<file path="src/verilog/dic_pkg.sv">
// Shared constants and types for the digital input conditioning block.
// Assumes a single 40 MHz clock and an AXI4-Lite register port with 32-bit data.
package dic_pkg;
	// Clock and control cycle timing
	localparam int MCLK_NS = 25;
	localparam int CTRL_CYC_NS = 1000;
	localparam int CTRL_DIV = (CTRL_CYC_NS + MCLK_NS - 1) / MCLK_NS;
	localparam logic [5:0] CTRL_DIV_LAST = 6'(CTRL_DIV - 1);

	// Input counts and widths
	localparam int NIN = 8;
	localparam int GRP = 4;
	localparam int FLT_W = 10;

	// Register byte offsets
	localparam logic [7:0] OFS_SRC_LO = 8'h00;
	localparam logic [7:0] OFS_SRC_HI = 8'h04;
	localparam logic [7:0] OFS_FLT = 8'h08;
	localparam logic [7:0] OFS_ALM = 8'h0c;
	localparam logic [7:0] OFS_INV = 8'h10;
	localparam logic [7:0] OFS_CTRL = 8'h14;
	localparam logic [7:0] OFS_STAT = 8'h18;
	localparam logic [7:0] OFS_MST = 8'h1c;

	// Field positions
	localparam int CTRL_RESTART_BIT = 0;
	localparam int STAT_ALARM_BIT = 8;
	localparam int STAT_ACT_LSB = 16;

	// Reset values and limits
	localparam logic [3:0] SRC_RST = 4'h0;
	localparam logic [3:0] INV_RST = 4'h0;
	localparam logic [FLT_W-1:0] FLT_RST = 10'h001;
	localparam logic [FLT_W-1:0] FLT_MAX = 10'h3e8;
	localparam logic [1:0] ALM_RST = 2'h1;

	// AXI responses
	localparam logic [1:0] RESP_OKAY = 2'h0;
	localparam logic [1:0] RESP_SLVERR = 2'h2;

	// Restart-latched configuration
	typedef struct packed {
		logic [GRP-1:0] src_lo;
		logic [GRP-1:0] src_hi;
		logic [GRP-1:0] inv;
	} dic_cfg_t;

	localparam dic_cfg_t CFG_RST = '{src_lo: SRC_RST, src_hi: SRC_RST, inv: INV_RST};
endpackage : dic_pkg

</file>
<file path="src/verilog/dic_filter.sv">
// Stability filter for one conditioned signal.
// Assumes tick_i is a one-cycle enable once per control cycle on the same clock.
`timescale 1ns/10ps
module dic_filter
	import dic_pkg::*;
(
	// Clock and reset
	input wire logic mclk_i,
	input wire logic rst_i,
	// Control
	input wire logic tick_i,
	input wire logic [FLT_W-1:0] time_i,
	// Signal
	input wire logic raw_i,
	output logic filt_o
);
	logic filt_q;
	logic filt_d;
	logic [FLT_W-1:0] cnt_q;
	logic [FLT_W-1:0] cnt_d;

	// Level passes on only after staying different for time_i ticks
	always_comb begin
		filt_d = filt_q;
		cnt_d = cnt_q;
		if (tick_i) begin
			if (raw_i == filt_q) begin
				cnt_d = '0;
			end else if ((cnt_q + 10'h001) >= time_i) begin
				filt_d = raw_i;
				cnt_d = '0;
			end else begin
				cnt_d = cnt_q + 10'h001;
			end
		end
	end

	// State registers
	always_ff @(posedge mclk_i or posedge rst_i) begin
		if (rst_i) begin
			filt_q <= 1'b0;
			cnt_q <= '0;
		end else begin
			filt_q <= filt_d;
			cnt_q <= cnt_d;
		end
	end

	assign filt_o = filt_q;

	a_filt_no_early: assert property (@(posedge mclk_i) disable iff (rst_i)
		(tick_i && raw_i != filt_q && (cnt_q + 10'h001) < time_i) |=> $stable(filt_q))
		else $error("filter output changed before the filter time");
	a_filt_take_new: assert property (@(posedge mclk_i) disable iff (rst_i)
		(tick_i && raw_i != filt_q && (cnt_q + 10'h001) >= time_i) |=> filt_q == $past(raw_i))
		else $error("filter did not pass the stable level");
	a_filt_only_tick: assert property (@(posedge mclk_i) disable iff (rst_i)
		!tick_i |=> $stable(filt_q))
		else $error("filter output changed outside a control cycle");
endmodule : dic_filter

</file>
<file path="src/verilog/dic_top.sv">
// Digital input conditioning: source select, filtering, inversion, alarm filter.
// Assumes terminals are asynchronous pins and alarm_i comes from same-clock logic.
`timescale 1ns/10ps
module dic_top
	import dic_pkg::*;
(
	// Clock and reset
	input wire logic mclk_i,
	input wire logic rst_i,
	// Pins and internal alarm
	input wire logic [NIN-1:0] term_i,
	input wire logic alarm_i,
	// Conditioned outputs
	output logic [NIN-1:0] din_o,
	output logic alarm_o,
	// AXI4-Lite write address and data
	input wire logic s_axi_awvalid_i,
	output logic s_axi_awready_o,
	input wire logic [7:0] s_axi_awaddr_i,
	input wire logic s_axi_wvalid_i,
	output logic s_axi_wready_o,
	input wire logic [31:0] s_axi_wdata_i,
	input wire logic [3:0] s_axi_wstrb_i,
	// AXI4-Lite write response
	output logic s_axi_bvalid_o,
	input wire logic s_axi_bready_i,
	output logic [1:0] s_axi_bresp_o,
	// AXI4-Lite read
	input wire logic s_axi_arvalid_i,
	output logic s_axi_arready_o,
	input wire logic [7:0] s_axi_araddr_i,
	output logic s_axi_rvalid_o,
	input wire logic s_axi_rready_i,
	output logic [31:0] s_axi_rdata_o,
	output logic [1:0] s_axi_rresp_o
);
	// Register group state
	dic_cfg_t cfg_q, cfg_d, act_q, act_d;
	logic [FLT_W-1:0] flt_q, flt_d;
	logic [1:0] alm_q, alm_d;
	logic [NIN-1:0] mst_q, mst_d;
	logic restart_q, restart_d;
	logic aw_hold_q, aw_hold_d, w_hold_q, w_hold_d;
	logic [7:0] awaddr_q, awaddr_d;
	logic [31:0] wdata_q, wdata_d;
	logic [3:0] wstrb_q, wstrb_d;
	logic awready_q, awready_d, wready_q, wready_d;
	logic bvalid_q, bvalid_d;
	logic [1:0] bresp_q, bresp_d;
	logic arready_q, arready_d, rvalid_q, rvalid_d;
	logic [31:0] rdata_q, rdata_d;
	logic [1:0] rresp_q, rresp_d;
	logic [15:0] wval;
	logic do_wr;

	// Data path state
	logic [5:0] div_q, div_d;
	logic tick_q, tick_d;
	logic [NIN-1:0] term_m_q, term_s_q;
	logic [NIN-1:0] raw;
	logic [NIN-1:0] filt;
	logic [NIN-1:0] din_q, din_d;
	logic alm_filt;
	logic alarm_q, alarm_d;
	logic [FLT_W-1:0] alm_time;

	// Merge the low two byte lanes into a 16-bit register value
	function automatic logic [15:0] merge16(input logic [15:0] old, input logic [31:0] data,
		input logic [3:0] strb);
		return {strb[1] ? data[15:8] : old[15:8], strb[0] ? data[7:0] : old[7:0]};
	endfunction : merge16

	// Write takes place once both address and data are held and no response waits
	assign do_wr = aw_hold_q && w_hold_q && !bvalid_q;

	// Register bus and configuration, next values
	always_comb begin
		cfg_d = cfg_q;
		act_d = act_q;
		flt_d = flt_q;
		alm_d = alm_q;
		mst_d = mst_q;
		restart_d = 1'b0;
		aw_hold_d = aw_hold_q;
		w_hold_d = w_hold_q;
		awaddr_d = awaddr_q;
		wdata_d = wdata_q;
		wstrb_d = wstrb_q;
		bvalid_d = bvalid_q;
		bresp_d = bresp_q;
		arready_d = arready_q;
		rvalid_d = rvalid_q;
		rdata_d = rdata_q;
		rresp_d = rresp_q;
		wval = 16'h0000;
		// Restart copies pending fields into the working set
		if (restart_q) begin
			act_d = cfg_q;
		end
		if (bvalid_q && s_axi_bready_i) begin
			bvalid_d = 1'b0;
		end
		if (do_wr) begin
			aw_hold_d = 1'b0;
			w_hold_d = 1'b0;
			bvalid_d = 1'b1;
			bresp_d = RESP_OKAY;
			case (awaddr_q)
				OFS_SRC_LO: begin
					wval = merge16({12'h000, cfg_q.src_lo}, wdata_q, wstrb_q);
					cfg_d.src_lo = wval[3:0];
				end
				OFS_SRC_HI: begin
					wval = merge16({12'h000, cfg_q.src_hi}, wdata_q, wstrb_q);
					cfg_d.src_hi = wval[3:0];
				end
				OFS_FLT: begin
					wval = merge16({6'h00, flt_q}, wdata_q, wstrb_q);
					// Out-of-range settings saturate rather than wrap
					flt_d = (wval > 16'(FLT_MAX)) ? FLT_MAX : wval[FLT_W-1:0];
				end
				OFS_ALM: begin
					wval = merge16({14'h0000, alm_q}, wdata_q, wstrb_q);
					alm_d = wval[1:0];
				end
				OFS_INV: begin
					wval = merge16({12'h000, cfg_q.inv}, wdata_q, wstrb_q);
					cfg_d.inv = wval[3:0];
				end
				OFS_CTRL: restart_d = wstrb_q[0] && wdata_q[CTRL_RESTART_BIT];
				OFS_MST: begin
					wval = merge16({8'h00, mst_q}, wdata_q, wstrb_q);
					mst_d = wval[NIN-1:0];
				end
				OFS_STAT: bresp_d = RESP_OKAY;
				default: bresp_d = RESP_SLVERR;
			endcase
		end
		if (s_axi_awvalid_i && awready_q) begin
			aw_hold_d = 1'b1;
			awaddr_d = s_axi_awaddr_i;
		end
		if (s_axi_wvalid_i && wready_q) begin
			w_hold_d = 1'b1;
			wdata_d = s_axi_wdata_i;
			wstrb_d = s_axi_wstrb_i;
		end
		awready_d = !aw_hold_d;
		wready_d = !w_hold_d;
		// Read answers one cycle after the address is taken
		if (rvalid_q && s_axi_rready_i) begin
			rvalid_d = 1'b0;
			arready_d = 1'b1;
		end
		if (s_axi_arvalid_i && arready_q) begin
			arready_d = 1'b0;
			rvalid_d = 1'b1;
			rresp_d = RESP_OKAY;
			case (s_axi_araddr_i)
				OFS_SRC_LO: rdata_d = {28'h0000000, cfg_q.src_lo};
				OFS_SRC_HI: rdata_d = {28'h0000000, cfg_q.src_hi};
				OFS_FLT: rdata_d = {22'h000000, flt_q};
				OFS_ALM: rdata_d = {30'h00000000, alm_q};
				OFS_INV: rdata_d = {28'h0000000, cfg_q.inv};
				OFS_CTRL: rdata_d = 32'h00000000;
				OFS_STAT: rdata_d = {4'h0, act_q, 7'h00, alarm_q, din_q};
				OFS_MST: rdata_d = {24'h000000, mst_q};
				default: begin
					rdata_d = 32'h00000000;
					rresp_d = RESP_SLVERR;
				end
			endcase
		end
	end

	// Register bus and configuration, registers
	always_ff @(posedge mclk_i or posedge rst_i) begin
		if (rst_i) begin
			cfg_q <= CFG_RST;
			act_q <= CFG_RST;
			flt_q <= FLT_RST;
			alm_q <= ALM_RST;
			mst_q <= 8'h00;
			restart_q <= 1'b0;
			aw_hold_q <= 1'b0;
			w_hold_q <= 1'b0;
			awaddr_q <= 8'h00;
			wdata_q <= 32'h00000000;
			wstrb_q <= 4'h0;
			awready_q <= 1'b1;
			wready_q <= 1'b1;
			bvalid_q <= 1'b0;
			bresp_q <= RESP_OKAY;
			arready_q <= 1'b1;
			rvalid_q <= 1'b0;
			rdata_q <= 32'h00000000;
			rresp_q <= RESP_OKAY;
		end else begin
			cfg_q <= cfg_d;
			act_q <= act_d;
			flt_q <= flt_d;
			alm_q <= alm_d;
			mst_q <= mst_d;
			restart_q <= restart_d;
			aw_hold_q <= aw_hold_d;
			w_hold_q <= w_hold_d;
			awaddr_q <= awaddr_d;
			wdata_q <= wdata_d;
			wstrb_q <= wstrb_d;
			awready_q <= awready_d;
			wready_q <= wready_d;
			bvalid_q <= bvalid_d;
			bresp_q <= bresp_d;
			arready_q <= arready_d;
			rvalid_q <= rvalid_d;
			rdata_q <= rdata_d;
			rresp_q <= rresp_d;
		end
	end

	// Terminal synchronisers, first stage read only by the second
	always_ff @(posedge mclk_i or posedge rst_i) begin
		if (rst_i) begin
			term_m_q <= 8'h00;
			term_s_q <= 8'h00;
		end else begin
			term_m_q <= term_i;
			term_s_q <= term_m_q;
		end
	end

	// Source select per input, then one filter each
	for (genvar i = 0; i < NIN; i++) begin : g_in
		if (i < GRP) begin : g_lo
			assign raw[i] = act_q.src_lo[i] ? mst_q[i] : term_s_q[i];
		end else begin : g_hi
			assign raw[i] = act_q.src_hi[i-GRP] ? mst_q[i] : term_s_q[i];
		end
		dic_filter u_flt (
			.mclk_i(mclk_i),
			.rst_i(rst_i),
			.tick_i(tick_q),
			.time_i(flt_q),
			.raw_i(raw[i]),
			.filt_o(filt[i])
		);
	end

	// Alarm filter counts in units of two control cycles
	assign alm_time = {7'h00, alm_q, 1'b0};
	dic_filter u_alm (
		.mclk_i(mclk_i),
		.rst_i(rst_i),
		.tick_i(tick_q),
		.time_i(alm_time),
		.raw_i(alarm_i),
		.filt_o(alm_filt)
	);

	// Control cycle divider and output stage, next values
	always_comb begin
		tick_d = (div_q == CTRL_DIV_LAST);
		div_d = tick_d ? 6'h00 : div_q + 6'h01;
		din_d = filt ^ {4'h0, act_q.inv};
		alarm_d = alm_filt;
	end

	// Control cycle divider and output stage, registers
	always_ff @(posedge mclk_i or posedge rst_i) begin
		if (rst_i) begin
			div_q <= 6'h00;
			tick_q <= 1'b0;
			din_q <= 8'h00;
			alarm_q <= 1'b0;
		end else begin
			div_q <= div_d;
			tick_q <= tick_d;
			din_q <= din_d;
			alarm_q <= alarm_d;
		end
	end

	// Outputs straight from flip-flops
	assign din_o = din_q;
	assign alarm_o = alarm_q;
	assign s_axi_awready_o = awready_q;
	assign s_axi_wready_o = wready_q;
	assign s_axi_bvalid_o = bvalid_q;
	assign s_axi_bresp_o = bresp_q;
	assign s_axi_arready_o = arready_q;
	assign s_axi_rvalid_o = rvalid_q;
	assign s_axi_rdata_o = rdata_q;
	assign s_axi_rresp_o = rresp_q;

	a_src_lo_mux: assert property (@(posedge mclk_i) disable iff (rst_i)
		raw[3:0] == ((act_q.src_lo & mst_q[3:0]) | (~act_q.src_lo & term_s_q[3:0])))
		else $error("low group source select wrong");
	a_src_hi_mux: assert property (@(posedge mclk_i) disable iff (rst_i)
		raw[7:4] == ((act_q.src_hi & mst_q[7:4]) | (~act_q.src_hi & term_s_q[7:4])))
		else $error("high group source select wrong");
	a_flt_range: assert property (@(posedge mclk_i) disable iff (rst_i)
		flt_q <= FLT_MAX)
		else $error("input filter time above limit");
	a_reset_defaults: assert property (@(posedge mclk_i)
		$fell(rst_i) |-> (flt_q == FLT_RST && alm_q == ALM_RST && act_q == CFG_RST))
		else $error("defaults wrong after reset");
	a_alarm_units: assert property (@(posedge mclk_i) disable iff (rst_i)
		(tick_q && alm_q != 2'h0 && alarm_i != alm_filt && u_alm.cnt_q == '0) |=> $stable(alm_filt))
		else $error("alarm filter passed a change within one control cycle");
	a_inv_apply: assert property (@(posedge mclk_i) disable iff (rst_i)
		##1 din_q == ($past(filt) ^ {4'h0, $past(act_q.inv)}))
		else $error("inversion not applied to output");
	a_cfg_hold: assert property (@(posedge mclk_i) disable iff (rst_i)
		!restart_q |=> $stable(act_q))
		else $error("working config changed without restart");
	a_cfg_load: assert property (@(posedge mclk_i) disable iff (rst_i)
		restart_q |=> act_q == $past(cfg_q))
		else $error("restart did not load config");
	a_tick_period: assert property (@(posedge mclk_i) disable iff (rst_i)
		tick_q |=> !tick_q [*3])
		else $error("control cycle tick too frequent");
	a_bvalid_hold: assert property (@(posedge mclk_i) disable iff (rst_i)
		(bvalid_q && !s_axi_bready_i) |=> bvalid_q && $stable(bresp_q))
		else $error("write response dropped before ready");

	c_restart: cover property (@(posedge mclk_i) disable iff (rst_i) restart_q);
	c_din_change: cover property (@(posedge mclk_i) disable iff (rst_i) din_q != $past(din_q));
	c_alarm_rise: cover property (@(posedge mclk_i) disable iff (rst_i) $rose(alarm_q));
endmodule : dic_top

</file>
<file path="config.mk">
export PLATFORM = sky130hd
export DESIGN_NAME = dic_top
export DESIGN_NICKNAME = d
export VERILOG_FILES = /design/src/verilog/dic_pkg.sv /design/src/verilog/dic_filter.sv /design/src/verilog/dic_top.sv
export SDC_FILE = /design/constraint.sdc
export NUM_CORES = 1
export LEC_CHECK = 0
export ABC_AREA = 1
export BUFFER_PORTS_ARGS = -buffer_cell sky130_fd_sc_hd__buf_2
export CORE_UTILIZATION = 50
export DETAILED_ROUTE_END_ITERATION = 6
export GPL_ROUTABILITY_DRIVEN = 0
export PLACE_DENSITY = 0.69
export SYNTH_ARGS = -nofsm -noshare
export SYNTH_HDL_FRONTEND = slang
export SYNTH_SLANG_ARGS = --single-unit
</file>
<file path="constraint.sdc">
create_clock -name mclk_i -period 10.5 [get_ports mclk_i]
set_clock_uncertainty 0.15 [all_clocks]
set_input_delay 2.1 -clock mclk_i [delete_from_list [all_inputs] [get_ports mclk_i]]
set_output_delay 2.1 -clock mclk_i [all_outputs]
set_load 0.02 [all_outputs]
</file>
---- After elaboration in Yosys (flattened, before gate mapping) ----
Cells that the tools add are included.
W data, S select, Z words.
word-level totals
  flip-flop bits (word level) ............. 245
  bits of input ports ..................... 68
  output and inout port bits .............. 50
operators by class
  add/subtract/negate cells ............... 10
  $lt $le $gt $ge ......................... 10
  equality and inequality tests ........... 24
  mux-type cells .......................... 45
  bitwise gates (word level) .............. 10
  reduce and logical (&&, ||, !) cells .... 32
operators with widths
  operator                 count
  $pmux W28 S7             1
  $mux W10                 19
  $add A10 B1 Y10 const B  9
  $ge A10 B10 Y1           8
  $eq A8 B5 Y1 const B     8
  $reduce_and A3 Y1        14
  $eq A8 B4 Y1 const B     4
  $mux W1                  20
  $eq A8 B3 Y1 const B     2
  $gt A16 B10 Y1 const B   1
  $logic_not A8 Y1         2
  $mux W8                  2
  $reduce_or A8 Y1         2
  $ge A10 B3 Y1            1
  $eq A1 B1 Y1             9
  $not A1 Y1               9
  $logic_and A1 B1 Y1      8
  $xor A8 B4 Y8            1
  $add A6 B1 Y6 const B    1
  $eq A6 B6 Y1 const B     1
  $mux W6                  1
  $mux W2                  2
  $reduce_bool A2 Y1       2
  $logic_not A1 Y1         3
  $reduce_and A2 Y1        1

---- Logic depth before layout (Yosys ltp) ----
Gate-level depths: netlist (run 1).
  depth in word-level cells ............... 5
  mapped depth ............................ 17

---- Cells and area by module ----
Synthesis (run 1) repeated with hierarchy kept, for this count alone.
second synthesis, totals
  cell total of the unflattened synthesis .. 1842
  area, all modules ....................... 14236.2 µm²
by module, submodules not included
  module      times used  cells an instance  area an instance (µm²)  seq. area each (µm²)
  dic_filter  9           135                942.2                   275.3
  dic_top     1           627                5756.8                  3359.5

---- Worst setup path before layout (run 1) ----
No wires, ideal clock.
  path kind ............................... input-to-reg
  start point ............................. in s_axi_araddr_i[1]
  end point ............................... reg rdata_q[16] (netlist: s_axi_rdata_o[16])
  arrival ................................. 2999 ps
  setup slack ............................. 7275 ps
  stages .................................. 6
  buffers on the path ..................... 1
  cells stage by stage .................... nor2_1 inv_1 a311oi_1 nand4_1 buf_2 o21ai_1
between the ends
  word-level cells in the longest chain between the ends .. 2
  elaborated cells between the ends (all ways) .. 8
RTL lines
  item                                        RTL line        RTL
  from (decl)                                 dic_top.sv:31   input wire logic [7:0] s_axi_araddr_i,
  $eq A8 B5 Y1, or another cell as far along  dic_top.sv:159  case (s_axi_araddr_i)
  $pmux W28 S7 (*)                            dic_top.sv:159
  to (signal assigned)                        dic_top.sv:216  rdata_q <= rdata_d;
  to (decl)                                   dic_top.sv:51   logic [31:0] rdata_q, rdata_d;
Every way passes the cells marked *; elsewhere a longest branch is shown, timed or not.
A chain may end at the register's enable or synchronous reset.

==> results.py, run 1 <==
metrics = {
    "synth": {
        "synthFlopType": "dfrtp_1",
        "postSynthCellCount": 1561,
        "syn_avg_cell_area_sq_um": 8.18,
        "netlist.area_leader.share_pct": 44.7,
        "synth_top_area_cell": "dfrtp_1",
        "ys_seq_area_share_pct": 45.7,
        "ys_warn_count": 0,
        "synth.area.top_cells": "dfrtp_1 (45%), nand2_1 (12%), ha_1 (9.0%)",
        "synth-seq-cells": 233,
        "ys_async_sr_fraction_pct": 100,
        "yosysUniqueCellTypes": 54,
        "yosys-top-cells-count": "nand2_1 (403), dfrtp_1 (228), inv_1 (220), nor2_1 (108), o21ai_0 (100)",
        "syn-cell-area_sq_um": 12800,
        "synth_most_common_cell": "nand2_1",
        "synth_edf_count": 0,
    },
    "cts": {
        "cts_max_level": 1,
        "tritoncts_num_sinks": 233,
        "post_cts_resized": 0,
        "clk_latency_ps": 530,
        "clk_path_buf_depth": 3,
        "postCtsSetupBuffers": 0,
        "holdBufCountCts": 0,
        "cts_tree": "yes",
        "cts_buffers": 25,
        "clk_pin_slew_ps": 60,
        "root_buffer": "clkbuf_16",
    },
    "setup_path": {
        "regToRegSetupSlack_ps": 7490,
        "critPathMaxFanout": 100,
        "criticalPathCategory": "input pin to async pin",
        "cp_common_cell": "buf_4",
        "arrival_ps": 4410,
        "max_stage_delay_ps": 860,
        "crit_chain": "buf_2 > inv_8 > buf_4 > buf_4",
        "crit_required_ps": 10880,
        "critical-path-top-delay-family": "buffers and inverters",
        "worstPathBufferInverterCount": 4,
        "r2r-end": "g_in[4].u_flt.cnt_q[6]",
        "rr_worst_depth": 12,
        "startpoint_type": "input pin",
        "end_kind": "async pin",
        "crit_path_top_delay_cell": "buf_4",
        "rr_startpoint": "g_in[4].u_flt.cnt_q[0]",
        "crit_start": "rst_i",
    },
    "routing": {
        "num_vias": 10300,
        "wl_per_cell_microns": 14.5,
        "drt_pass1_iterations": 5,
        "drc_errors": 0,
        "drt_iter0_drc": 609,
        "wl_microns": 29000,
        "antenna_left": 0,
        "viasPerCell": 5.14,
    },
    "pwr": {
        "p_seq_share_pct": 41.6,
        "clock_power_share_pct": 33.6,
        "pwr_density_cell_nw_per_um2": 196,
        "p_leak_uw": 0.00740,
        "p_int_uw": 1850,
        "switchingPower_uw": 965,
        "netSwitchingFraction_pct": 34.3,
        "pwr-share-comb_pct": 24.8,
        "peakVddDrop_uv": 174,
    },
    "timing": {
        "setup_viol": 0,
        "tightestPinTransition_ps": 919,
        "tns_ps": 0,
        "period_needed_ps": 4030,
        "whs_ps": 198,
        "timing_hold_violations_final": 0,
        "fin_ws_ps": 6470,
        "finalCritPeriodShare_pct": 38.4,
        "max_freq_mhz": 248,
        "rsz0062_at_grt": "false",
        "slew_violations": 0,
        "slew_headroom_pct": 38.5,
    },
    "placed_design": {
        "post-place-ws_ps": 5780,
        "hpwl_microns": 20000,
        "place_area_sq_um": 13500,
        "port_buffers": 87,
    },
    "global_routing": {
        "grt_pass1_wl_microns": 48700,
        "antenna_found_initial": 0,
        "gr-total-overflow": 0,
        "grt_pass1_vias": 10000,
        "grt_use_total_pct": 23.0,
        "grt_max_degree": 101,
    },
    "layout": {
        "syn_to_final_growth_pct": 12.4,
        "finalInstanceArea_sq_um": 14400,
        "num_antenna_cells": 0,
        "final_core_util_pct": 57.2,
        "drive_gt1_share_pct": 10.7,
        "fill_cells": 2285,
        "nNetsFinal": 1810,
    },
    "min_path": {
        "holdPathEnd": "term_s_q[7]",
        "hold_path_depth": 0,
        "worstHoldStart": "term_m_q[7]",
        "hold_path_class": "register to register",
    },
    "die": {
        "io_pins": 118,
        "die_area_sq_um": 26200,
        "die_h_microns": 162,
        "die_x_microns": 162,
        "rows": 58,
        "core_area_sq_um": 25100,
        "start_util_pct": 50.9,
    },
    "run": {
        "drv_cap": 0,
    },
    "run_status": {
        "status": "completed",
    },
}
-- registers in the layout, indices dropped and copies added, names as in the netlist, 2 cells and up --
name,cells
term_m_q,8
s_axi_rdata_o,22
wstrb_q,2
mst_q,8
alm_q,2
g_in.u_flt.filt_o,8
g_in.u_flt.cnt_q,80
wdata_q,16
term_s_q,8
div_q,6
din_o,8
act_q,12
flt_q,10
u_alm.cnt_q,10
cfg_q,12
awaddr_q,8
-- cells by family after synthesis --
| group | synth area share (%) |
|---|---|
| compound gates | 11.4 |
| buf+inv | 8.56 |
| fa+ha+maj | 9.01 |
| xor+xnor | 3.77 |
| simple gates | 21.1 |
| mux | 0.392 |
| flops | 45.7 |
| other cells | 0.0294 |
-- power groups by stage --
stage / clock (uW) / sequential, uW / combinational, uW
CTS: 962 / 1170 / 702
global placement: 0 / 1180 / 674
floorplan: 0 / 1170 / 494
global route: 995 / 1190 / 805
finish: 947 / 1170 / 698
detailed placement: 0 / 1180 / 696
-- worst max-delay path by stage --
stage / to / slack [ps] / cells after the start
global placement: g_in[5].u_flt.cnt_q[5] / 5790 / 4
finish: din_o[5] / 6470 / 4
global route: g_in[4].u_flt.cnt_q[6] / 6040 / 4
floorplan: act_q[0] / 1870 / 1
detailed placement: g_in[5].u_flt.cnt_q[5] / 5780 / 4
CTS: g_in[4].u_flt.filt_o / 6340 / 4
-- placed cells by master, fill, tap and decap left out, types with 6 or more instances in the layout --
cell and count:
conb_1 12, clkbuf_16 25, o21ai_0 100, nor2_1 108
nand4_1 12, nand3_1 79, clkbuf_1 6, o21ai_1 62
xnor2_1 6, ha_1 92, buf_2 87, a21oi_1 40
dfrtp_1 227, o22ai_1 24, inv_1 219, inv_2 8
nand2_1 403, nor3_1 9, nor2_2 7, o21ai_2 9
xor2_1 49
-- routing by layer --
layer  vias to the layer above  wire (microns)  GRT usage (%)  part of all wire [%]
met3                        45            1200           2.68                   4.1
met4                         0             691           6.73                   2.4
met2                       210           13400           38.4                    46
li1                       5174               -              -                     -
met5                         -               0              0                     0
met1                      4851           13700           31.6                    47
-- layout make-up --
cell class              count  area [sq um]  area share [%]
well taps                 330           413            2.88
clock inverters            13           208            1.45
multi-input cells        1068          5880            41.0
repair buffers             92           473            3.29
inverters                 230           871            6.06
clock buffers              33           676            4.70
flip-flops and latches    233          5840            40.7
-- stage by stage --
| stage | power (uW) | cells |
|---|---|---|
| 6_report | 2810 | 1999 |
| 5_1_grt | 2990 | 1999 |
| 3_3_place_gp | 1850 | 1953 |
| 2_1_floorplan | 1660 | 1572 |
| 3_5_place_dp | 1880 | 1953 |
| 4_1_cts | 2830 | 1999 |
Note: power is estimated with default switching activity, not from simulation.
==> run 2: changes to the inputs <==
clock period = 3.8 ns   (was 10.5 ns; I/O delays follow)
==> run 2 against run 1 <==
Compared with the run above: the flow now finishes with violations (DRC); clock power rose to 2.6 times the previous value; flip-flop and latch count did not move; critical endpoint is now g_in[5].u_flt.cnt_q[8]; cell count is 0.35% higher; sequential share of layout area shrank 0.15 points; register-to-register slack worse by 6700 ps; critical path type is now register to register; routed wire length increased by 2.0%; total power grew to 2.7 times the previous value; worst setup slack lost 5700 ps; die area is the same; count of clock-buffer cells in the layout rose by 7.
==> results.py, run 2 (synthesized netlist as in run 1, its figures left out) <==
metrics = {
    "cts": {
        "root_buffer": "clkbuf_16",
        "clk_latency_ps": 530,
        "cts_tree": "yes",
        "postCtsSetupBuffers": 0,
        "holdBufCountCts": 0,
        "tritoncts_num_sinks": 233,
        "post_cts_resized": 0,
        "cts_max_level": 1,
        "cts_buffers": 26,
        "clk_pin_slew_ps": 60,
        "clk_path_buf_depth": 3,
    },
    "setup_path": {
        "startpoint_type": "register",
        "worstPathBufferInverterCount": 1,
        "crit_path_top_delay_cell": "nand4_1",
        "end_kind": "register",
        "arrival_ps": 3280,
        "crit_required_ps": 4080,
        "criticalPathCategory": "register to register",
        "max_stage_delay_ps": 420,
        "critPathMaxFanout": 10,
        "critical-path-top-delay-family": "simple AND/OR/NAND/NOR gates",
        "crit_chain": "nand3_1 > nor3_2 > nand3_1 > nor2_1 > xor2_1 > inv_1 > ha_1 > a21oi_1 > o21ai_0 > a21oi_1 > nand4_1 > o22ai_1",
    },
    "global_routing": {
        "grt.busiest_layer": "met2",
        "gr-total-overflow": 0,
        "grt_pass1_vias": 10000,
        "grt_max_degree": 103,
        "grtUsageMet3_pct": 2.96,
        "grtUsageMet1_pct": 31.3,
        "gr-usage-met2_pct": 38.9,
        "grt_pass1_wl_microns": 48900,
        "grt_use_total_pct": 23.2,
        "antenna_found_initial": 0,
    },
    "timing": {
        "rsz0062_at_grt": "false",
        "slew_headroom_pct": 48.9,
        "whs_ps": 118,
        "timing_hold_violations_final": 0,
        "max_freq_mhz": 333,
        "setup_viol": 0,
        "tightestPinTransition_ps": 765,
        "finalCritPeriodShare_pct": 79.0,
        "slew_violations": 0,
        "period_needed_ps": 3000,
    },
    "routing": {
        "drt_iter0_drc": 677,
        "drc_errors": 13,
        "wl_per_cell_microns": 14.7,
        "drt_pass1_iterations": 7,
        "wl_microns": 29600,
        "antenna_left": 0,
        "viasPerCell": 5.14,
        "num_vias": 10300,
    },
    "die": {
        "die_x_microns": 162,
        "io_pins": 118,
        "core_area_sq_um": 25100,
        "die_h_microns": 162,
        "die_area_sq_um": 26200,
        "rows": 58,
        "start_util_pct": 50.9,
    },
    "placed_design": {
        "dp_cells": 1959,
        "port_buffers": 87,
        "hpwl_microns": 20300,
    },
    "layout": {
        "fill_cells": 2252,
        "top_register": "g_in.u_flt.cnt_q",
        "instances_no_fill": 2006,
        "syn_to_final_growth_pct": 12.9,
        "num_antenna_cells": 0,
        "drive_gt1_share_pct": 11.1,
        "final_common_cell": "nand2_1",
        "largest_reg_flops": 80,
        "final_core_util_pct": 57.4,
        "nNetsFinal": 1817,
        "final_cell_mix": "nand2_1 (403), dfrtp_1 (227), inv_1 (219)",
    },
    "run": {
        "drv_cap": 0,
    },
    "min_path": {
        "hold_path_class": "input pin to async pin",
    },
    "run_status": {
        "status": "finished with violations",
        "violations": "DRC",
    },
    "pwr": {
        "pwr_density_cell_nw_per_um2": 532,
        "peakVddDrop_uv": 474,
        "p_leak_uw": 0.00743,
    },
}
[run 2: cell types whose count changed in the layout (fill, tap and decap cells not counted), sizes merged]
cell	delta
inv	-4
clkinvlp	+1
clkinv	+1
bufinv	-4
buf	+6
clkbuf	+7
[run 2: cell type report]
cell class	instances	area [sq um]	area share (%)
multi-input cells	1068	5880	40.8
flip-flops and latches	233	5840	40.5
inverters	230	867	6.02
clock buffers	40	795	5.51
repair buffers	98	556	3.85
well taps	330	413	2.86
clock inverters	7	62.6	0.434
[run 2: worst paths after layout]
path / slack, ps / startpoint / depth (start not counted) / end
worst max-delay path: 800 / g_in[5].u_flt.cnt_q[0] / 12 / g_in[5].u_flt.cnt_q[8]
min in group mclk_i: 180 / term_i[6] / 1 / term_m_q[6]
max in group asynchronous: 2490 / rst_i / 3 / wdata_q[6]
worst min-delay path: 120 / rst_i / 2 / g_in[0].u_flt.cnt_q[6]
worst max register to register: 800 / g_in[5].u_flt.cnt_q[0] / 12 / g_in[5].u_flt.cnt_q[8]
worst min register to register: 200 / term_m_q[3] / 0 / term_s_q[3]
[run 2: layer usage]
layer | part of all wire [%] | wire length, microns
met4 | 2.6 | 767
met1 | 47 | 13800
met5 | 0 | 0
met3 | 4.1 | 1200
met2 | 47 | 13800
[run 2: report_power, final]
| group | internal [uW] | switching [uW] |
|---|---|---|
| sequential | 2880 | 357 |
| combinational | 643 | 1290 |
| clock | 1500 | 999 |
| total | 5020 | 2640 |
[run 2: through the flow]
| stage | TNS, ps | total power (uW) | worst slack, ps | cell area [sq um] |
|---|---|---|---|---|
| after global routing | 0 | 8140 | 390 | 14400 |
| final | 0 | 7660 | 797 | 14400 |
| after CTS | 0 | 7720 | 779 | 14400 |
| after global placement | 0 | 5130 | 913 | 13600 |
| after floorplan | -35530 | 4600 | -156 | 12800 |
| after detailed placement | 0 | 5190 | 817 | 13600 |
==> run 3: changes to the inputs <==
ABC_AREA = 0   (was 1)
PLACE_DENSITY = 0.72   (was 0.69)
clock period = 2.6 ns   (was 3.8 ns; I/O delays follow)
==> run 3 against run 2 <==
Compared with the run above: the flow finishes with violations (setup timing); sequential share of layout area decreased by 6.8 points; worst hold slack worse by 88 ps; die area is 1.5% lower; critical endpoint is now g_in[2].u_flt.cnt_q[0].
==> results.py, run 3 <==
metrics = {
    "routing": {
        "drt_iter0_drc": 776,
        "antenna_left": 0,
        "viasPerCell": 5.86,
        "drt_pass1_iterations": 5,
        "drc_errors": 0,
        "wl_per_cell_microns": 20.0,
        "num_vias": 10500,
        "wl_microns": 35900,
    },
    "layout": {
        "syn_to_final_growth_pct": 38.1,
        "fill_cells": 1563,
        "final_common_cell": "dfrtp_1",
        "num_antenna_cells": 0,
        "instances_no_fill": 1792,
        "nNetsFinal": 1610,
        "final_core_util_pct": 71.0,
        "multiInputGateArea_sq_um": 7890,
        "regArea_sq_um": 5860,
        "drive_gt1_share_pct": 42.8,
        "finalInstanceArea_sq_um": 17400,
        "largest_reg_flops": 80,
        "top_register": "g_in.u_flt.cnt_q",
        "final_cell_mix": "dfrtp_1 (211), buf_4 (159), nand2_1 (118)",
    },
    "placed_design": {
        "dp_cells": 1680,
        "port_buffers": 87,
        "place_area_sq_um": 14300,
        "hpwl_microns": 21200,
    },
    "global_routing": {
        "grtUsageMet1_pct": 33.3,
        "grt_max_degree": 107,
        "gr-total-overflow": 0,
        "gr-usage-met2_pct": 41.6,
        "grt_pass1_wl_microns": 51300,
        "grt_pass1_vias": 10200,
        "antenna_found_initial": 0,
        "grt.busiest_layer": "met2",
        "grt_use_total_pct": 24.6,
        "grtUsageMet3_pct": 2.94,
    },
    "die": {
        "die_h_microns": 161,
        "rows": 57,
        "core_area_sq_um": 24500,
        "start_util_pct": 51.4,
        "io_pins": 118,
        "die_area_sq_um": 25800,
        "die_x_microns": 161,
    },
    "timing": {
        "max_freq_mhz": 358,
        "period_needed_ps": 2790,
        "slew_violations": 0,
        "slew_headroom_pct": 53.2,
        "setup_viol": 57,
        "tightestPinTransition_ps": 693,
        "rsz0062_at_grt": "true",
        "timing_hold_violations_final": 0,
        "tns_ps": -4840,
        "fin_ws_ps": -191,
        "finalCritPeriodShare_pct": 107,
    },
    "setup_path": {
        "criticalPathCategory": "register to register",
        "arrival_ps": 3050,
        "crit_required_ps": 2860,
        "end_kind": "register",
        "rr_worst_depth": 13,
        "critPathMaxFanout": 6,
        "startpoint_type": "register",
    },
    "synth": {
        "yosysUniqueCellTypes": 68,
        "synthFlopType": "dfrtp_1",
        "syn_avg_cell_area_sq_um": 10.7,
        "synth_most_common_cell": "dfrtp_1",
        "netlist.area_leader.share_pct": 45.4,
        "ys_seq_area_share_pct": 46.4,
        "ys_warn_count": 0,
        "syn-cell-area_sq_um": 12600,
        "yosys-top-cells-count": "dfrtp_1 (228), nand2_1 (121), ha_1 (92), mux2_2 (64), o21ai_0 (62)",
        "synth.area.top_cells": "dfrtp_1 (45%), ha_1 (9.2%), mux2_2 (5.7%)",
        "synth-seq-cells": 233,
        "postSynthCellCount": 1170,
        "synth_top_area_cell": "dfrtp_1",
        "ys_async_sr_fraction_pct": 100,
        "synth_edf_count": 0,
    },
    "cts": {
        "cts_tree": "yes",
        "clk_path_buf_depth": 3,
        "clk_latency_ps": 520,
        "cts_buffers": 25,
        "root_buffer": "clkbuf_16",
        "cts_max_level": 1,
        "clk_pin_slew_ps": 70,
        "tritoncts_num_sinks": 233,
    },
    "run": {
        "drv_cap": 0,
    },
    "min_path": {
        "hold_path_class": "input pin to register",
        "hold_path_depth": 2,
    },
    "pwr": {
        "finalPower_uw": 13200,
        "peakVddDrop_uv": 585,
        "pwr_density_cell_nw_per_um2": 759,
        "p_leak_uw": 0.00822,
    },
    "run_status": {
        "violations": "setup timing",
        "status": "finished with violations",
    },
}
## run 3: cell types whose count changed in the layout (fill, tap and decap cells not counted), sizes merged, moves of 70 or more
cell	previous run	this run
nor2	117	46
inv	227	33
o21ai	171	62
mux2	0	70
nand2	406	122
buf	98	282
## run 3: cell families (layout without fill, tap and decap cells)
group	Yosys count	count (layout)	synth area share, %
AND/OR/NAND/NOR	333	333	13.7
AO/OA/AOI/OAI	268	268	14.9
flip-flops	233	233	46.4
adder cells (fa/ha/maj)	92	92	9.15
multiplexers	84	84	7.66
buffers and inverters	82	369	2.87
XOR/XNOR	77	77	5.36
other	1	12	0.0298
## run 3: critical path: stages (launching register included)
cell	delay, ps
dfrtp_1	400
buf_6	120
ha_2	170
and3_4	220
and3_4	200
nand3_4	90
xnor2_2	150
ha_1	310
nand2_1	60
o21a_1	190
nand2_1	90
o21bai_4	180
nor2_4	70
mux2_2	270
## run 3: where the power goes
| group | switching [uW] | internal (uW) | total, uW | leakage, uW |
|---|---|---|---|---|
| Sequential | 556 | 4140 | 4690 | 0.00305 |
| Clock | 1530 | 2360 | 3890 | 0.000434 |
| Combinational | 2420 | 2180 | 4600 | 0.00474 |
| Total | 4510 | 8680 | 13200 | 0.00822 |
## run 3: layout make-up
class,instances,share of cell area (%)
Timing Repair Buffer,291,12.6
Clock buffer,28,3.84
Inverter,33,0.735
Sequential cell,233,33.7
Clock inverter,17,1.38
Tap cell,324,2.33
Multi-Input combinational cell,866,45.4
## run 3: stage by stage
step	hold slack [ps]	worst slack [ps]
final	29.1	-191
after floorplan	181	-1120
after CTS	16.3	-51.5
after global routing	27.1	-279
after detailed placement	185	-274
after global placement	184	-164
## run 3: metal layers
layer | routed length (microns) | vias up
li1 | - | 4816
met4 | 1210 | 0
met3 | 1650 | 95
met5 | 0 | -
met1 | 15000 | 5240
met2 | 18100 | 342
## run 3: final timing paths
path | slack (ps) | startpoint | end
worst max-delay path | -190 | g_in[2].u_flt.cnt_q[0] | g_in[2].u_flt.cnt_q[0]
worst min-delay path | 30 | s_axi_bready_i | s_axi_bvalid_o
worst max register to register | -190 | g_in[2].u_flt.cnt_q[0] | g_in[2].u_flt.cnt_q[0]
worst min register to register | 190 | term_m_q[2] | term_s_q[2]
max in group asynchronous | 1070 | rst_i | g_in[6].u_flt.cnt_q[2]
min in group asynchronous | 370 | rst_i | s_axi_rvalid_o
## run 3: what timing repair did
item / in CTS / in global routing
pin swaps: 50 / 127
buffers inserted: 25 / 32
gates cloned: 2 / 1
hold endpoints to repair: 13 / 0
setup endpoints to repair: 76 / 90
hold buffers: 9 / 0
gates resized for setup: 115 / 212
